**config.mk**
```make
export PLATFORM = sky130hd
export DESIGN_NAME = ccr_control_regs
export DESIGN_NICKNAME = d
export VERILOG_FILES = /design/src/core/ccr_pkg.sv /design/src/core/ccr_control_regs.sv
export SDC_FILE = /design/constraint.sdc
export NUM_CORES = 1
export LEC_CHECK = 0
export BUFFER_PORTS_ARGS = -buffer_cell sky130_fd_sc_hd__clkbuf_2
export CORE_ASPECT_RATIO = 0.9
export CORE_MARGIN = 2
export CORE_UTILIZATION = 51
export CTS_CLUSTER_DIAMETER = 40
export DETAILED_ROUTE_END_ITERATION = 8
export PLACE_DENSITY_LB_ADDON = 0.3
export SYNTH_ARGS = -nofsm -noshare
export SYNTH_HDL_FRONTEND = slang
export SYNTH_SLANG_ARGS = --single-unit
```
**constraint.sdc**
```tcl
create_clock -name core_clk_i -period 1.8 [get_ports core_clk_i]
set_clock_uncertainty 0.15 [all_clocks]
set_input_delay 0.27 -clock core_clk_i [delete_from_list [all_inputs] [get_ports core_clk_i]]
set_output_delay 0.27 -clock core_clk_i [all_outputs]
set_load 0.1 [all_outputs]
```
**src/core/ccr_pkg.sv**
```systemverilog
package ccr_pkg;

    // ------------------------------------------------------------
    // Control word layout
    // ------------------------------------------------------------
    localparam int DEV_ADDR_HI  = 15;
    localparam int DEV_ADDR_LO  = 13;
    localparam int RW_BIT       = 12;
    localparam int REG_ADDR_HI  = 11;
    localparam int REG_ADDR_LO  = 8;
    localparam int PAYLOAD_HI   = 7;

    // ------------------------------------------------------------
    // Register addresses
    // ------------------------------------------------------------
    localparam logic [3:0] ADDR_NOP  = 4'h0;
    localparam logic [3:0] ADDR_PATH = 4'h1;
    localparam logic [3:0] ADDR_PWR  = 4'h2;
    localparam logic [3:0] ADDR_TEST = 4'h3;
    localparam logic [3:0] ADDR_GAIN = 4'h4;

    // ------------------------------------------------------------
    // Reset values
    // ------------------------------------------------------------
    localparam logic [7:0] PATH_RESET = 8'h00;
    localparam logic [7:0] PWR_RESET  = 8'h00;
    localparam logic [7:0] TEST_RESET = 8'h00;
    localparam logic [7:0] GAIN_RESET = 8'h00;
    localparam logic [2:0] STANDALONE_ADDR = 3'h0;

    // ------------------------------------------------------------
    // Field positions
    // ------------------------------------------------------------
    localparam int PATH_OVF_BIT   = 7;
    localparam int PATH_RXAMP_BIT = 6;
    localparam int PATH_AAF_BIT   = 5;
    localparam int PATH_AUX_BIT   = 4;
    localparam int PATH_SWRST_BIT = 3;
    localparam int PATH_FIR_BIT   = 2;
    localparam int PATH_TXAMP_BIT = 1;
    localparam int PATH_DAC16_BIT = 0;
    localparam int PWR_LOWP_BIT   = 7;
    localparam int PWR_SDSTOP_BIT = 6;
    localparam int PWR_RSVD_BIT   = 5;
    localparam int PWR_DIV_HI     = 4;
    localparam int TEST_MODE_HI   = 7;
    localparam int TEST_MODE_LO   = 6;
    localparam int TEST_CONT_BIT  = 5;
    localparam int TEST_FSEL_BIT  = 4;
    localparam int TEST_FVAL_BIT  = 3;
    localparam int TEST_CH_HI     = 2;
    localparam int TEST_CH_LO     = 1;
    localparam int TEST_ADC16_BIT = 0;

    localparam logic [5:0] DIV_ZERO_N = 6'h20;
    localparam logic [1:0] CH_ADC_OFF = 2'h1;
    localparam logic [1:0] CH_DAC_OFF = 2'h2;
    localparam logic [1:0] CH_PDOWN   = 2'h3;

    typedef enum logic [1:0] {
        MODE_NORMAL, MODE_ANALOG_LB, MODE_DIGITAL_LB, MODE_EVENT_MON
    } ccr_mode_t;

    // Control word from the serial port
    typedef struct packed {
        logic        valid;
        logic [15:0] word;
    } ccr_word_t;

    // Decoded controls for the analog and digital paths
    typedef struct packed {
        logic      receive_amplifier_en;
        logic      transmit_amplifier_one_en;
        logic      transmit_amplifier_two_en;
        logic      adc_sel_aux;
        logic      aaf_bypass;
        logic      fir_bypass;
        logic      dac_16bit;
        logic      adc_16bit;
        logic      low_power;
        logic      sd_mod_stop;
        logic [5:0] sclk_div_n;
        logic      sclk_duty_uneven;
        ccr_mode_t test_mode;
        logic      continuous_xfer;
        logic      adc_disable;
        logic      dac_disable;
        logic      power_down;
        logic [3:0] adc_gain;
        logic [3:0] dac_gain;
    } ccr_ctrl_t;

endpackage

```
**src/core/ccr_control_regs.sv**
```systemverilog
`timescale 1ns/1ps
`default_nettype none

module ccr_control_regs
    import ccr_pkg::*;
#(
    // Cascade size up to which the duty rule looks at FIR bypass
    parameter int CASCADE_LIMIT = 4,
    // Largest cascade that the three-bit device address can name
    parameter int CASCADE_MAX   = 8
)
(
    // Clock and reset
    input  wire logic       core_clk_i,
    input  wire logic       reset_i,
    // Cascade position from cascade detection
    input  wire logic [2:0] cascade_addr_i,
    input  wire logic [2:0] cascade_count_i,
    // Control word from serial port logic
    input  wire ccr_word_t  ctrl_word_i,
    // Path status
    input  wire logic       fir_overflow_i,
    input  wire logic       secondary_comm_i,
    // Outputs
    output ccr_ctrl_t       ctrl_o,
    output logic            soft_reset_o,
    output logic            flag_o,
    output logic            read_valid_o,
    output logic [15:0]     read_word_o
);

    // ------------------------------------------------------------
    // State
    // ------------------------------------------------------------
    typedef struct packed {
        logic [7:0]  path;
        logic [7:0]  pwr;
        logic [7:0]  test;
        logic [7:0]  gain;
        logic        ovf;
        logic        srst;
        logic        rd_valid;
        logic [15:0] rd_word;
    } ccr_state_t;

    ccr_state_t state_reg;
    ccr_state_t state_next;

    logic [2:0] dev_addr;
    logic       is_master;
    logic       addr_hit;
    logic       wr_req;
    logic       rd_req;
    logic [3:0] reg_addr;
    logic [7:0] payload;
    logic [7:0] path_view;
    logic [5:0] div_n;

    // ------------------------------------------------------------
    // Parameter checks
    // ------------------------------------------------------------
    // The device address field is three bits, so no larger cascade exists
    if (CASCADE_MAX < 1 || CASCADE_MAX > 8) begin : g_bad_max
        $error("CASCADE_MAX must lie between 1 and 8");
    end
    if (CASCADE_LIMIT < 1 || CASCADE_LIMIT >= CASCADE_MAX) begin : g_bad_lim
        $error("CASCADE_LIMIT must lie below CASCADE_MAX");
    end

    // ------------------------------------------------------------
    // Helpers
    // ------------------------------------------------------------
    // Fields of a received control word
    function automatic logic [2:0] word_dev(input logic [15:0] w);
        return w[DEV_ADDR_HI:DEV_ADDR_LO];
    endfunction

    function automatic logic [3:0] word_reg(input logic [15:0] w);
        return w[REG_ADDR_HI:REG_ADDR_LO];
    endfunction

    function automatic logic word_is_read(input logic [15:0] w);
        return w[RW_BIT];
    endfunction

    // Overflow is status only and the reset bit never sticks
    function automatic logic [7:0] path_store(input logic [7:0] d);
        logic [7:0] s;
        s = d;
        s[PATH_OVF_BIT] = 1'b0;
        s[PATH_SWRST_BIT] = 1'b0;
        return s;
    endfunction

    // Reserved bit is kept at zero so reads never show junk
    function automatic logic [7:0] pwr_store(input logic [7:0] d);
        logic [7:0] s;
        s = d;
        s[PWR_RSVD_BIT] = 1'b0;
        return s;
    endfunction

    // Divider code 0 stands for the longest divide
    function automatic logic [5:0] div_decode(input logic [4:0] code);
        logic [5:0] n;
        n = {1'b0, code};
        if (code == 5'h00) begin
            n = DIV_ZERO_N;
        end
        return n;
    endfunction

    // Uneven serial clock: long cascade with odd N, or short cascade
    // with FIR bypass and N off a multiple of four
    function automatic logic duty_uneven(input logic [2:0] count,
                                         input logic       fir_byp,
                                         input logic [5:0] n);
        logic u;
        if (int'(count) > CASCADE_LIMIT) begin
            u = n[0];
        end else begin
            u = fir_byp && (n[1:0] != 2'h0);
        end
        return u;
    endfunction

    // Cascade master is the last position; a lone device is its own
    function automatic logic master_of(input logic [2:0] pos,
                                       input logic [2:0] count);
        logic m;
        m = (count == 3'h0) || (pos == count - 3'h1);
        return m;
    endfunction

    // Channel power code to {adc off, dac off, full power-down}
    function automatic logic [2:0] chan_decode(input logic [1:0] code);
        logic [2:0] c;
        c = 3'h0;
        unique case (code)
            CH_ADC_OFF: c = 3'h4;
            CH_DAC_OFF: c = 3'h2;
            CH_PDOWN:   c = 3'h1;
            default:    c = 3'h0;
        endcase
        return c;
    endfunction

    // Register contents after a software reset
    function automatic ccr_state_t soft_cleared(input ccr_state_t s);
        ccr_state_t c;
        c = s;
        c.path = PATH_RESET;
        c.pwr  = PWR_RESET;
        c.test = TEST_RESET;
        c.gain = GAIN_RESET;
        c.ovf  = 1'b0;
        return c;
    endfunction

    function automatic logic [7:0] reg_read(input ccr_state_t s,
                                            input logic [3:0] a);
        logic [7:0] v;
        v = 8'h00;
        unique case (a)
            ADDR_PATH: v = {s.ovf, s.path[6:0]};
            ADDR_PWR:  v = s.pwr;
            ADDR_TEST: v = s.test;
            ADDR_GAIN: v = s.gain;
            default:   v = 8'h00;
        endcase
        return v;
    endfunction

    // ------------------------------------------------------------
    // Word decode
    // ------------------------------------------------------------
    // A lone device sees cascade position 000 from detection
    assign dev_addr  = cascade_addr_i;
    assign is_master = master_of(dev_addr, cascade_count_i);
    assign reg_addr  = word_reg(ctrl_word_i.word);
    assign payload   = ctrl_word_i.word[PAYLOAD_HI:0];
    assign addr_hit  = ctrl_word_i.valid
        && (word_dev(ctrl_word_i.word) == dev_addr);
    // Writes and reads share one decode; only D12 tells them apart
    assign wr_req = addr_hit && !word_is_read(ctrl_word_i.word);
    assign rd_req = addr_hit && word_is_read(ctrl_word_i.word);

    // Next state: word decode, sticky status and the software reset
    always_comb begin
        state_next = state_reg;
        state_next.rd_valid = 1'b0;
        // One-shot reset lasts a single cycle then clears itself
        state_next.srst = 1'b0;
        // Overflow is sticky until the register is read; set wins
        if (rd_req && reg_addr == ADDR_PATH) begin
            state_next.ovf = 1'b0;
        end
        if (fir_overflow_i) begin
            state_next.ovf = 1'b1;
        end
        if (wr_req) begin
            unique case (reg_addr)
                ADDR_PATH: begin
                    state_next.path = path_store(payload);
                    state_next.srst = payload[PATH_SWRST_BIT];
                end
                ADDR_PWR: begin
                    state_next.pwr = pwr_store(payload);
                end
                ADDR_TEST: state_next.test = payload;
                ADDR_GAIN: state_next.gain = payload;
                default: ;
            endcase
        end
        if (rd_req) begin
            state_next.rd_valid = 1'b1;
            state_next.rd_word  = {ctrl_word_i.word[15:8],
                                   reg_read(state_reg, reg_addr)};
        end
        // Software reset returns every register to its default
        if (state_reg.srst) begin
            state_next = soft_cleared(state_next);
        end
    end

    // Synchronous reset clears every register; no clock enable is used
    always_ff @(posedge core_clk_i) begin
        if (reset_i) begin
            state_reg <= '0;
        end else begin
            state_reg <= state_next;
        end
    end

    // ------------------------------------------------------------
    // Control outputs
    // ------------------------------------------------------------
    assign path_view = state_reg.path;
    assign div_n = div_decode(state_reg.pwr[PWR_DIV_HI:0]);

    always_comb begin
        ctrl_o = '0;
        ctrl_o.receive_amplifier_en = path_view[PATH_RXAMP_BIT];
        // Receive amp forces the auxiliary pair onto the ADC
        ctrl_o.adc_sel_aux = path_view[PATH_AUX_BIT]
                             || path_view[PATH_RXAMP_BIT];
        ctrl_o.aaf_bypass = path_view[PATH_AAF_BIT];
        ctrl_o.fir_bypass = path_view[PATH_FIR_BIT];
        ctrl_o.transmit_amplifier_one_en = path_view[PATH_TXAMP_BIT];
        ctrl_o.transmit_amplifier_two_en = path_view[PATH_TXAMP_BIT];
        ctrl_o.dac_16bit = path_view[PATH_DAC16_BIT];
        ctrl_o.low_power = state_reg.pwr[PWR_LOWP_BIT];
        ctrl_o.sd_mod_stop = state_reg.pwr[PWR_SDSTOP_BIT];
        ctrl_o.sclk_div_n = div_n;
        // Duty warning follows the live cascade size, not a stored copy
        ctrl_o.sclk_duty_uneven = duty_uneven(cascade_count_i,
            path_view[PATH_FIR_BIT], div_n);
        ctrl_o.test_mode =
            ccr_mode_t'(state_reg.test[TEST_MODE_HI:TEST_MODE_LO]);
        // Only the device wired to the host may stream continuously
        ctrl_o.continuous_xfer = state_reg.test[TEST_CONT_BIT]
                                 && is_master;
        ctrl_o.adc_16bit = state_reg.test[TEST_ADC16_BIT];
        {ctrl_o.adc_disable, ctrl_o.dac_disable, ctrl_o.power_down} =
            chan_decode(state_reg.test[TEST_CH_HI:TEST_CH_LO]);
        ctrl_o.adc_gain = state_reg.gain[7:4];
        ctrl_o.dac_gain = state_reg.gain[3:0];
    end

    // Flag shows the stored value or the secondary flag from the port
    assign flag_o = state_reg.test[TEST_FSEL_BIT]
                    ? state_reg.test[TEST_FVAL_BIT]
                    : secondary_comm_i;
    assign soft_reset_o = state_reg.srst;
    // Read answers come from flip-flops, one cycle after the word
    assign read_valid_o = state_reg.rd_valid;
    assign read_word_o  = state_reg.rd_word;

endmodule

`default_nettype wire

```
==> results.md, run 1 <==
- Vias in the first global route: around 1,800
- Crit path required time: 1.38 ns
- Status: finished, violations left
- TritonCTS clock tree: yes
- Final Hold Fails: 0
- Global-route wire length before repair: slightly above 9000 um
- Endpoints failing setup: 1
- Share of cells above drive strength 1: 0.394
- Slew @ Worst Pin: 0.563 ns
- Number of synthesized flops with an enable pin: 0
- CP Data Arrival Time: 1.47 ns
- Failing checks: negative setup slack
- Ys Warns: 0
- Drt wl/cell: 14.9 um
- Post-CTS Hold Buffers: 0
- Max VDD drop: 0.000429 V
- Initial antenna violation count: 0
- H-tree levels: 2
- Clock tree buffer depth: 2
- Num CTS Buffers: 5
- Post-synth ARST share: 0
- Post-Layout Cell Count: 372
- IO Pins: 77
- Seq/Total Area, Yosys: 0.392
- Top cells by area, synth: dfxtp_1 (39%), mux2i_1 (15%), buf_4 (11%)
- Top cell type's share of synthesized area: 0.392
- Starting density of the core: 0.539
- #FFs+latches synth: 48
- Finished Cell Area: between 2000 and 3000 sq um
- Core ar.: 4550 sq um
- Hold_ws: 0.0594 ns
- Placed cell count: 364
- Via Count: approximately 1,900
- Via/cell ratio: 5.12
- Crit path max fanout: 2
- Layout area overhead: 20.4%
- Largest net degree at the start of global routing: 38
- Placer Congestion: between 0.7 and 0.8
- CP endpoint kind: primary output
- Clock transition at the registers of the reported paths: 0.09 ns
- Clock Root Buffer: clkbuf_8
- RSZ-0062 raised after global routing: true
- Max Transition Viols Final: 0
- Leak pwr: around 1.4 nW
- Post-Syn Instances: 263
- ANT nets after route: 0
- Clock latency at the later pin of the worst-skew pair: approximately 0.30 ns
- Port Buf Inserts: 76
- Antenna fix cells: 0
- Final nets: 339
- Die height: roughly 70 um
- Commonest cells after routing, fill and taps aside: clkbuf_2 (67), dfxtp_1 (45), nand2_1 (40)
- Placed inst area: about 2800 sq um
- Placement Setup Slack: -0.104 ns
- DRT Wirelength: 5540 um
- Most common cell after layout, fill and taps aside: clkbuf_2
- Detailed placement HPWL: slightly above 4000 um
- Total Neg Setup Slack: -0.0907 ns
- Row count: 23
- Dominant synthesized flop cell: dfxtp_1
- Area of the mapped netlist: around 2500 sq um
- Critical path class: reg -> out
- Max transition margin: 0.626
- Die width: between 70 and 80 um
- Critical-path cell list: or4_4 > nor2_4 > buf_12
- Fmax: around 530 MHz
- Kind of start point of the critical path: flop
- Die area: around 5400 sq um
- Util after Layout: 0.649
- Syn_area_per_cell: 9.32 sq um
- Fin worst setup slack: -0.0907 ns
- Slowest CP cell: or4_4
- Max_cap viols: 0
- Syn_nets: 293
- Post-layout min period: 1.89 ns
- Pwr/cell area: 709 nW/um^2
- Hold crit path type: in -> reg
- Total gr overflow: 0
- DRC: 0
- Crit-path max cell delay: ~0.54 ns
- Area leader, netlist: dfxtp_1
- Setup Buffers After CTS: 0
- Netlist cell types: 32
- GRT Total Usage: 0.210
- Starting DRC count in detailed routing: 111
- Design Power: 2.09 mW
- Final Cycle Share: 1.05
- DRT Pass-1 Iters: 4
- Max FFs per register: 16
- Clk sinks: 48
[kinds of logic (layout without fill, tap and decap cells)]
group,after synthesis,after routing,synth area share
adder cells (fa/ha/maj),3,3,0.0153
multiplexers,37,37,0.152
flip-flops,48,48,0.392
XOR/XNOR,7,7,0.0250
AO/OA/AOI/OAI,34,34,0.0995
buffers and inverters,56,103,0.141
AND/OR/NAND/NOR,78,78,0.175
[timing repair]
item | CTS | global route
gates resized for setup | 9 | 6
hold endpoints to repair | 0 | 0
pin swaps | 5 | 6
setup endpoints to repair | 3 | 2
[cell type report]
type,instances,area [sq um]
fill,402,1600
multi-input combinational,159,1200
sequential,48,965
timing repair buffer,90,569
tap,62,77.6
clock buffer,5,68.8
clock inverter,3,42.5
inverter,5,23.8
[layer usage]
| layer | share of wire | up-vias | global-route usage |
|---|---|---|---|
| met1 | 0.49 | 890 | 0.290 |
| met5 | 0 | - | 0 |
| met4 | 0.0052 | 0 | 0.0476 |
| li1 | - | 956 | - |
| met3 | 0.047 | 2 | 0.0417 |
| met2 | 0.46 | 55 | 0.339 |
[power by group]
group	internal (mW)	switching [mW]	total [mW]
logic	0.0863	0.158	0.244
clock network	0.411	0.365	0.776
registers	1.07	0.00359	1.07
[synth_stat cells, types with 2 or more instances]
cell type,number
nand2_2,2
nand2_1,40
ha_1,3
nor4b_4,2
nor2b_1,6
nor2_1,15
buf_2,4
xnor2_1,3
clkbuf_1,12
nor4_4,2
a22oi_1,13
nand3_2,2
dfxtp_1,48
a22o_1,9
xor2_1,4
mux2i_1,36
buf_4,35
inv_1,5
o21ai_0,9
[worst max-delay path, delay by kind of cell (launching register included)]
kind	cells	cell delay [ns]
DFF	1	0.33
and+or+nand+nor	2	0.66
buffers and inverters	1	0.18
[final timing paths]
check / start / to / slack [ns] / cells after the start
worst max-delay path: state_reg[39] / ctrl_o[20] / -0.09 / 3
worst min-delay path: fir_overflow_i / state_reg[18] / 0.06 / 3
worst max register to register: soft_reset_o / ctrl_o[4] / 0.54 / 4
worst min register to register: read_word_o[12] / read_word_o[12] / 0.32 / 2
No activity file was read; power rests on OpenSTA's default activity.
==> run 2: changes to the inputs <==
==> constraint.sdc (replaced) <==
create_clock -name core_clk_i -period 1.8 [get_ports core_clk_i]
set_clock_uncertainty 0.15 [all_clocks]
set_input_delay 0 -clock core_clk_i [delete_from_list [all_inputs] [get_ports core_clk_i]]
set_output_delay 0 -clock core_clk_i [all_outputs]
set_load 0.1 [all_outputs]
==> results.md, run 2 (synthesis results as in run 1) <==
- Status: completed
- Die height: 69.8 um (unchanged)
- Drt wl/cell: 14.6 um (-2.1%)
- Via/cell ratio: 5.08 (-0.60%)
- Core ar.: 4550 sq um (unchanged)
- Critical path class: reg -> out
- Clk sinks: 48 (unchanged)
- Most common cell after layout, fill and taps aside: clkbuf_2
- Crit path max fanout: 5 (+3)
- TritonCTS clock tree: yes
- CP Data Arrival Time: 1.52 ns (+0.05 ns)
- Crit path required time: 1.65 ns (+0.27 ns)
- Slew @ Worst Pin: 0.562 ns (-0.00101 ns)
- Initial antenna violation count: 0 (unchanged)
- GRT Total Usage: 0.211 (+0.00153)
- Max Transition Viols Final: 0 (unchanged)
- IO Pins: 77 (unchanged)
- Placed inst area: 2670 sq um (-4.2%)
- Kind of start point of the critical path: flop
- Port Buf Inserts: 76 (unchanged)
- Largest net degree at the start of global routing: 39 (+2.6%)
- Starting DRC count in detailed routing: 100 (-9.9%)
- Max transition margin: 0.627 (+0.000673)
- Vias in the first global route: 1,811 (+0.72%)
- Final Cycle Share: 0.929 (-0.122)
- CP endpoint kind: primary output
- Commonest cells after routing, fill and taps aside: clkbuf_2 (73), dfxtp_1 (47), nand2_1 (40)
- H-tree levels: 2 (unchanged)
- Util after Layout: 0.661 (+0.0124)
- Clock transition at the registers of the reported paths: 0.08 ns (about the same)
- WHS Path Cells: 3 (unchanged)
- Die area: 5380 sq um (unchanged)
- Final nets: 356 (+5.0%)
- Endpoints failing setup: 0 (-1)
- DRT Wirelength: 5670 um (+2.3%)
- Row count: 23 (unchanged)
- Final Hold Fails: 0 (unchanged)
- Die width: 77.1 um (unchanged)
- Clock Root Buffer: clkbuf_8
- Placer Congestion: 0.762 (about the same)
- Leak pwr: 1.50 nW (+4.5%)
- Global-route wire length before repair: 8960 um (-1.1%)
- Num CTS Buffers: 5 (unchanged)
- ANT nets after route: 0 (unchanged)
- Fin worst setup slack: 0.128 ns (+0.219 ns)
- Layout area overhead: 22.7%
- Starting density of the core: 0.539 (unchanged)
- Post-layout min period: 1.67 ns (-0.219 ns)
- RSZ-0062 raised after global routing: false
- DRT Pass-1 Iters: 4 (unchanged)
- Clock tree buffer depth: 2 (unchanged)
- Hold crit path type: in -> reg
- Placement Setup Slack: 0.172 ns (+0.276 ns)
- Max VDD drop: 0.000330 V (-23%)
- Fmax: 598 MHz (+13%)
- Cells on worst reg2reg path: 4 (unchanged)
- Clock latency at the later pin of the worst-skew pair: 0.29 ns (about the same)
- DRC: 0 (unchanged)
- Max_cap viols: 0 (unchanged)
- Finished Cell Area: 3010 sq um (+1.9%)
- Antenna fix cells: 0 (unchanged)
- Detailed placement HPWL: 3830 um (-5.3%)
- Max FFs per register: 16 (unchanged)
- Share of cells above drive strength 1: 0.321 (-0.0724)
- Via Count: 1,978 (+3.9%)
- Pwr/cell area: 656 nW/um^2 (-7.5%)
- Total gr overflow: 0 (unchanged)
## run 2: cell count changes in the layout (fill, tap and decap cells not counted), moves of 2 or more
cell,change
inv_1,+2
buf_4,-8
dlygate4sd3_1,+23
ha_4,-2
ha_1,+2
dfxtp_2,-2
inv_4,-2
clkbuf_2,+6
dfxtp_1,+2
buf_12,-2
## run 2: timing repair
action | in CTS | in global routing
endpoints found under the setup margin | 0 | 4
setup buffers | 0 | 2
hold endpoints to repair | 40 | 0
hold buffers | 23 | 0
gates resized for setup | 0 | 1
## run 2: area by class of cell
class,count,area (sq um)
repair buffers,107,707
multi-input cells,159,1150
clock buffers,6,82.6
clock inverters,2,10.0
inverters,5,18.8
flip-flops and latches,48,962
fillers,389,1540
well taps,62,77.6
## run 2: final timing paths
check / startpoint / endpoint / slack (ns)
max: state_reg[35] / ctrl_o[20] / 0.13
max reg2reg: soft_reset_o / path_view[5] / 0.43
min reg2reg: read_word_o[12] / read_word_o[12] / 0.33
min: ctrl_word_i[11] / read_word_o[5] / 0.10
## run 2: critical path, stage by stage (launching register included)
cell	delay [ns]
dfxtp_1	0.37
or4_1	0.53
nor2_2	0.14
buf_12	0.19
## run 2: routing by layer
| metal | GRT usage | vias to the layer above | share of wire | routed length, um |
|---|---|---|---|---|
| li1 | - | 984 | - | - |
| met1 | 0.287 | 925 | 0.46 | 2630 |
| met2 | 0.331 | 65 | 0.46 | 2620 |
| met3 | 0.0495 | 4 | 0.064 | 362 |
| met4 | 0.0694 | 0 | 0.0097 | 55 |
| met5 | 0 | - | 0 | 0 |
## run 2: report_power, final
group | internal [mW] | leakage, nW | total [mW] | switching [mW]
combinational | 0.0950 | 1.07 | 0.251 | 0.156
clock | 0.307 | 0.0510 | 0.650 | 0.343
sequential | 1.07 | 0.387 | 1.07 | 0.00346
total | 1.47 | 1.50 | 1.97 | 0.502
## run 2: through the flow
stage	instances	power [mW]	hold slack [ns]	setup TNS, ns
after floorplan	263	1.25	-0.0125	-0.127
after global placement	356	1.31	0.108	0
after detailed placement	356	1.31	0.109	0
after CTS	387	1.99	0.0819	0
after global routing	389	2.04	0.109	0
final	389	1.97	0.104	0
==> run 3: changes to the inputs <==
--- a/config.mk
+++ b/config.mk
@@ -11,7 +11,9 @@
 export CORE_UTILIZATION = 51
 export CTS_CLUSTER_DIAMETER = 40
 export DETAILED_ROUTE_END_ITERATION = 8
+export GPL_TIMING_DRIVEN = 0
 export PLACE_DENSITY_LB_ADDON = 0.3
+export SLEW_MARGIN = 20
 export SYNTH_ARGS = -nofsm -noshare
 export SYNTH_HDL_FRONTEND = slang
 export SYNTH_SLANG_ARGS = --single-unit
==> results.md, run 3 (synthesis results as in run 1) <==
- Die height: 69.8 um (unchanged)
- Slew @ Worst Pin: 0.550 ns (-0.0128 ns)
- IO Pins: 77 (unchanged)
- Starting density of the core: 0.539 (unchanged)
- Crit path required time: 1.65 ns (about the same)
- Num CTS Buffers: 5 (unchanged)
- Max Transition Viols Final: 0 (unchanged)
- Share of cells above drive strength 1: 0.376 (+0.0546)
- Met2 WL: 2850 um (+8.6%)
- CP Data Arrival Time: 1.59 ns (+0.07 ns)
- Endpoints failing setup: 0 (unchanged)
- Layout fillers: 380 (-2.3%)
- Fmax: 575 MHz (-3.9%)
- Antenna fix cells: 0 (unchanged)
- Fin worst setup slack: 0.0602 ns (-0.0683 ns)
- RSZ-0062 raised after global routing: false
- Placer Congestion: 0.777 (+1.9%)
- Die width: 77.1 um (unchanged)
- Max VDD drop: 0.000461 V (+40%)
- Crit path max fanout: 5 (unchanged)
- Top routing layer in use: met4
- Placed cell count: 399 (+12%)
- Global-route wire length before repair: 9610 um (+7.3%)
- Clock tree buffer depth: 2 (unchanged)
- Row count: 23 (unchanged)
- Via Count: 2,115 (+6.9%)
- GRT Total Usage: 0.222 (+0.0105)
- H-tree levels: 2 (unchanged)
- Critical path class: reg -> out
- Largest net degree at the start of global routing: 15 (-62%)
- Status: completed
- ANT nets after route: 0 (unchanged)
- Metal-1 WL: 2700 um (+2.8%)
- FF/Latch Area: 962 sq um (unchanged)
- Core ar.: 4550 sq um (unchanged)
- Leak pwr: 1.63 nW (+8.1%)
- Clock Root Buffer: clkbuf_8
- Die area: 5380 sq um (unchanged)
- Clock transition at the registers of the reported paths: 0.09 ns (about the same)
- Pwr/cell area: 616 nW/um^2 (-6.0%)
- Port Buf Inserts: 74 (-2.6%)
- Starting DRC count in detailed routing: 134 (+34%)
- Initial antenna violation count: 0 (unchanged)
- Max transition margin: 0.635 (+0.00851)
- Hold_ws: 0.0107 ns (-0.0929 ns)
- Clk sinks: 48 (unchanged)
- CP endpoint kind: primary output
- DRT Pass-1 Iters: 4 (unchanged)
- Post-layout min period: 1.74 ns (+0.0683 ns)
- Kind of start point of the critical path: flop
- Post-Layout Cell Count: 424 (+9.0%)
- DRT Wirelength: 5930 um (+4.7%)
- TritonCTS clock tree: yes
- Util after Layout: 0.696 (+0.0347)
- Placement Setup Slack: -0.0766 ns (-0.248 ns)
- DRC: 0 (unchanged)
- Most common cell after layout, fill and taps aside: clkbuf_2
- Max_cap viols: 0 (unchanged)
- Via/cell ratio: 4.99 (-1.9%)
- Hold crit path type: in -> reg
- Final Cycle Share: 0.967 (+0.0379)
- Max FFs per register: 16 (unchanged)
- Clock latency at the later pin of the worst-skew pair: 0.30 ns (about the same)
- Total gr overflow: 0 (unchanged)
- Multi-input gate area: 1150 sq um (-0.22%)
- Final Hold Fails: 0 (unchanged)
- Detailed placement HPWL: 4170 um (+8.9%)
- Commonest cells after routing, fill and taps aside: clkbuf_2 (75), dfxtp_1 (47), nand2_1 (40)
- Vias in the first global route: 2,010 (+11%)
- Layout area overhead: 29.1%
- Final nets: 392 (+10%)
- Total Neg Setup Slack: 0 ns (unchanged)
- Drt wl/cell: 14.0 um (-3.9%)
- WL met3: 335 um (-7.5%)
run 3: cell count changes in the layout (fill, tap and decap cells not counted), moves of 2 or more:
cell / previous run / this run
buf_12: 2 / 0
buf_2: 0 / 4
buf_4: 8 / 38
clkbuf_1: 0 / 10
clkbuf_2: 73 / 75
dlygate4sd3_1: 23 / 16
run 3: through the flow:
stage | cell area [sq um] | power (mW)
final | 3160 | 1.95
after global routing | 3160 | 2.02
after CTS | 3150 | 1.95
after detailed placement | 2900 | 1.32
after global placement | 2900 | 1.31
after floorplan | 2450 | 1.25
run 3: layer usage:
layer | vias up | global-route usage
li1 | 1053 | -
met1 | 988 | 0.293
met2 | 70 | 0.379
met3 | 4 | 0.0326
met4 | 0 | 0.0595
met5 | - | 0
run 3: path summary, 6_finish.rpt:
kind	cells after the start	slack (ns)	end	start
worst max-delay path	3	0.06	ctrl_o[20]	state_reg[35]
worst min-delay path	3	0.01	read_word_o[5]	reset_i
worst max register to register	5	0.13	ctrl_o[12]	soft_reset_o
worst min register to register	2	0.33	read_word_o[12]	read_word_o[12]
run 3: critical path: stages, from the launching register on:
cell and delay [ns]:
dfxtp_1 0.37, or4_1 0.53, nor2_2 0.09, buf_4 0.29
run 3: layout make-up:
class,count,area share
Buffer,51,0.104
Clock buffer,5,0.0217
Clock inverter,2,0.00395
Inverter,5,0.00593
Multi-Input combinational cell,159,0.362
Sequential cell,48,0.304
Tap cell,62,0.0245
Timing Repair Buffer,92,0.173
run 3: repair_timing:
item | in CTS | in global routing
setup endpoints to repair | 21 | 3
endpoints found under the hold margin | 38 | 0
buffers inserted | 0 | 2
hold buffers | 16 | 0
pin swaps | 0 | 1
resized for setup | 3 | 1
run 3: where the power goes:
group | internal (mW) | leakage [nW] | total, mW | switching, mW
sequential | 1.07 | 0.387 | 1.07 | 0.00356
clock | 0.264 | 0.0400 | 0.627 | 0.363
combinational | 0.0926 | 1.20 | 0.253 | 0.161
total | 1.42 | 1.63 | 1.95 | 0.527
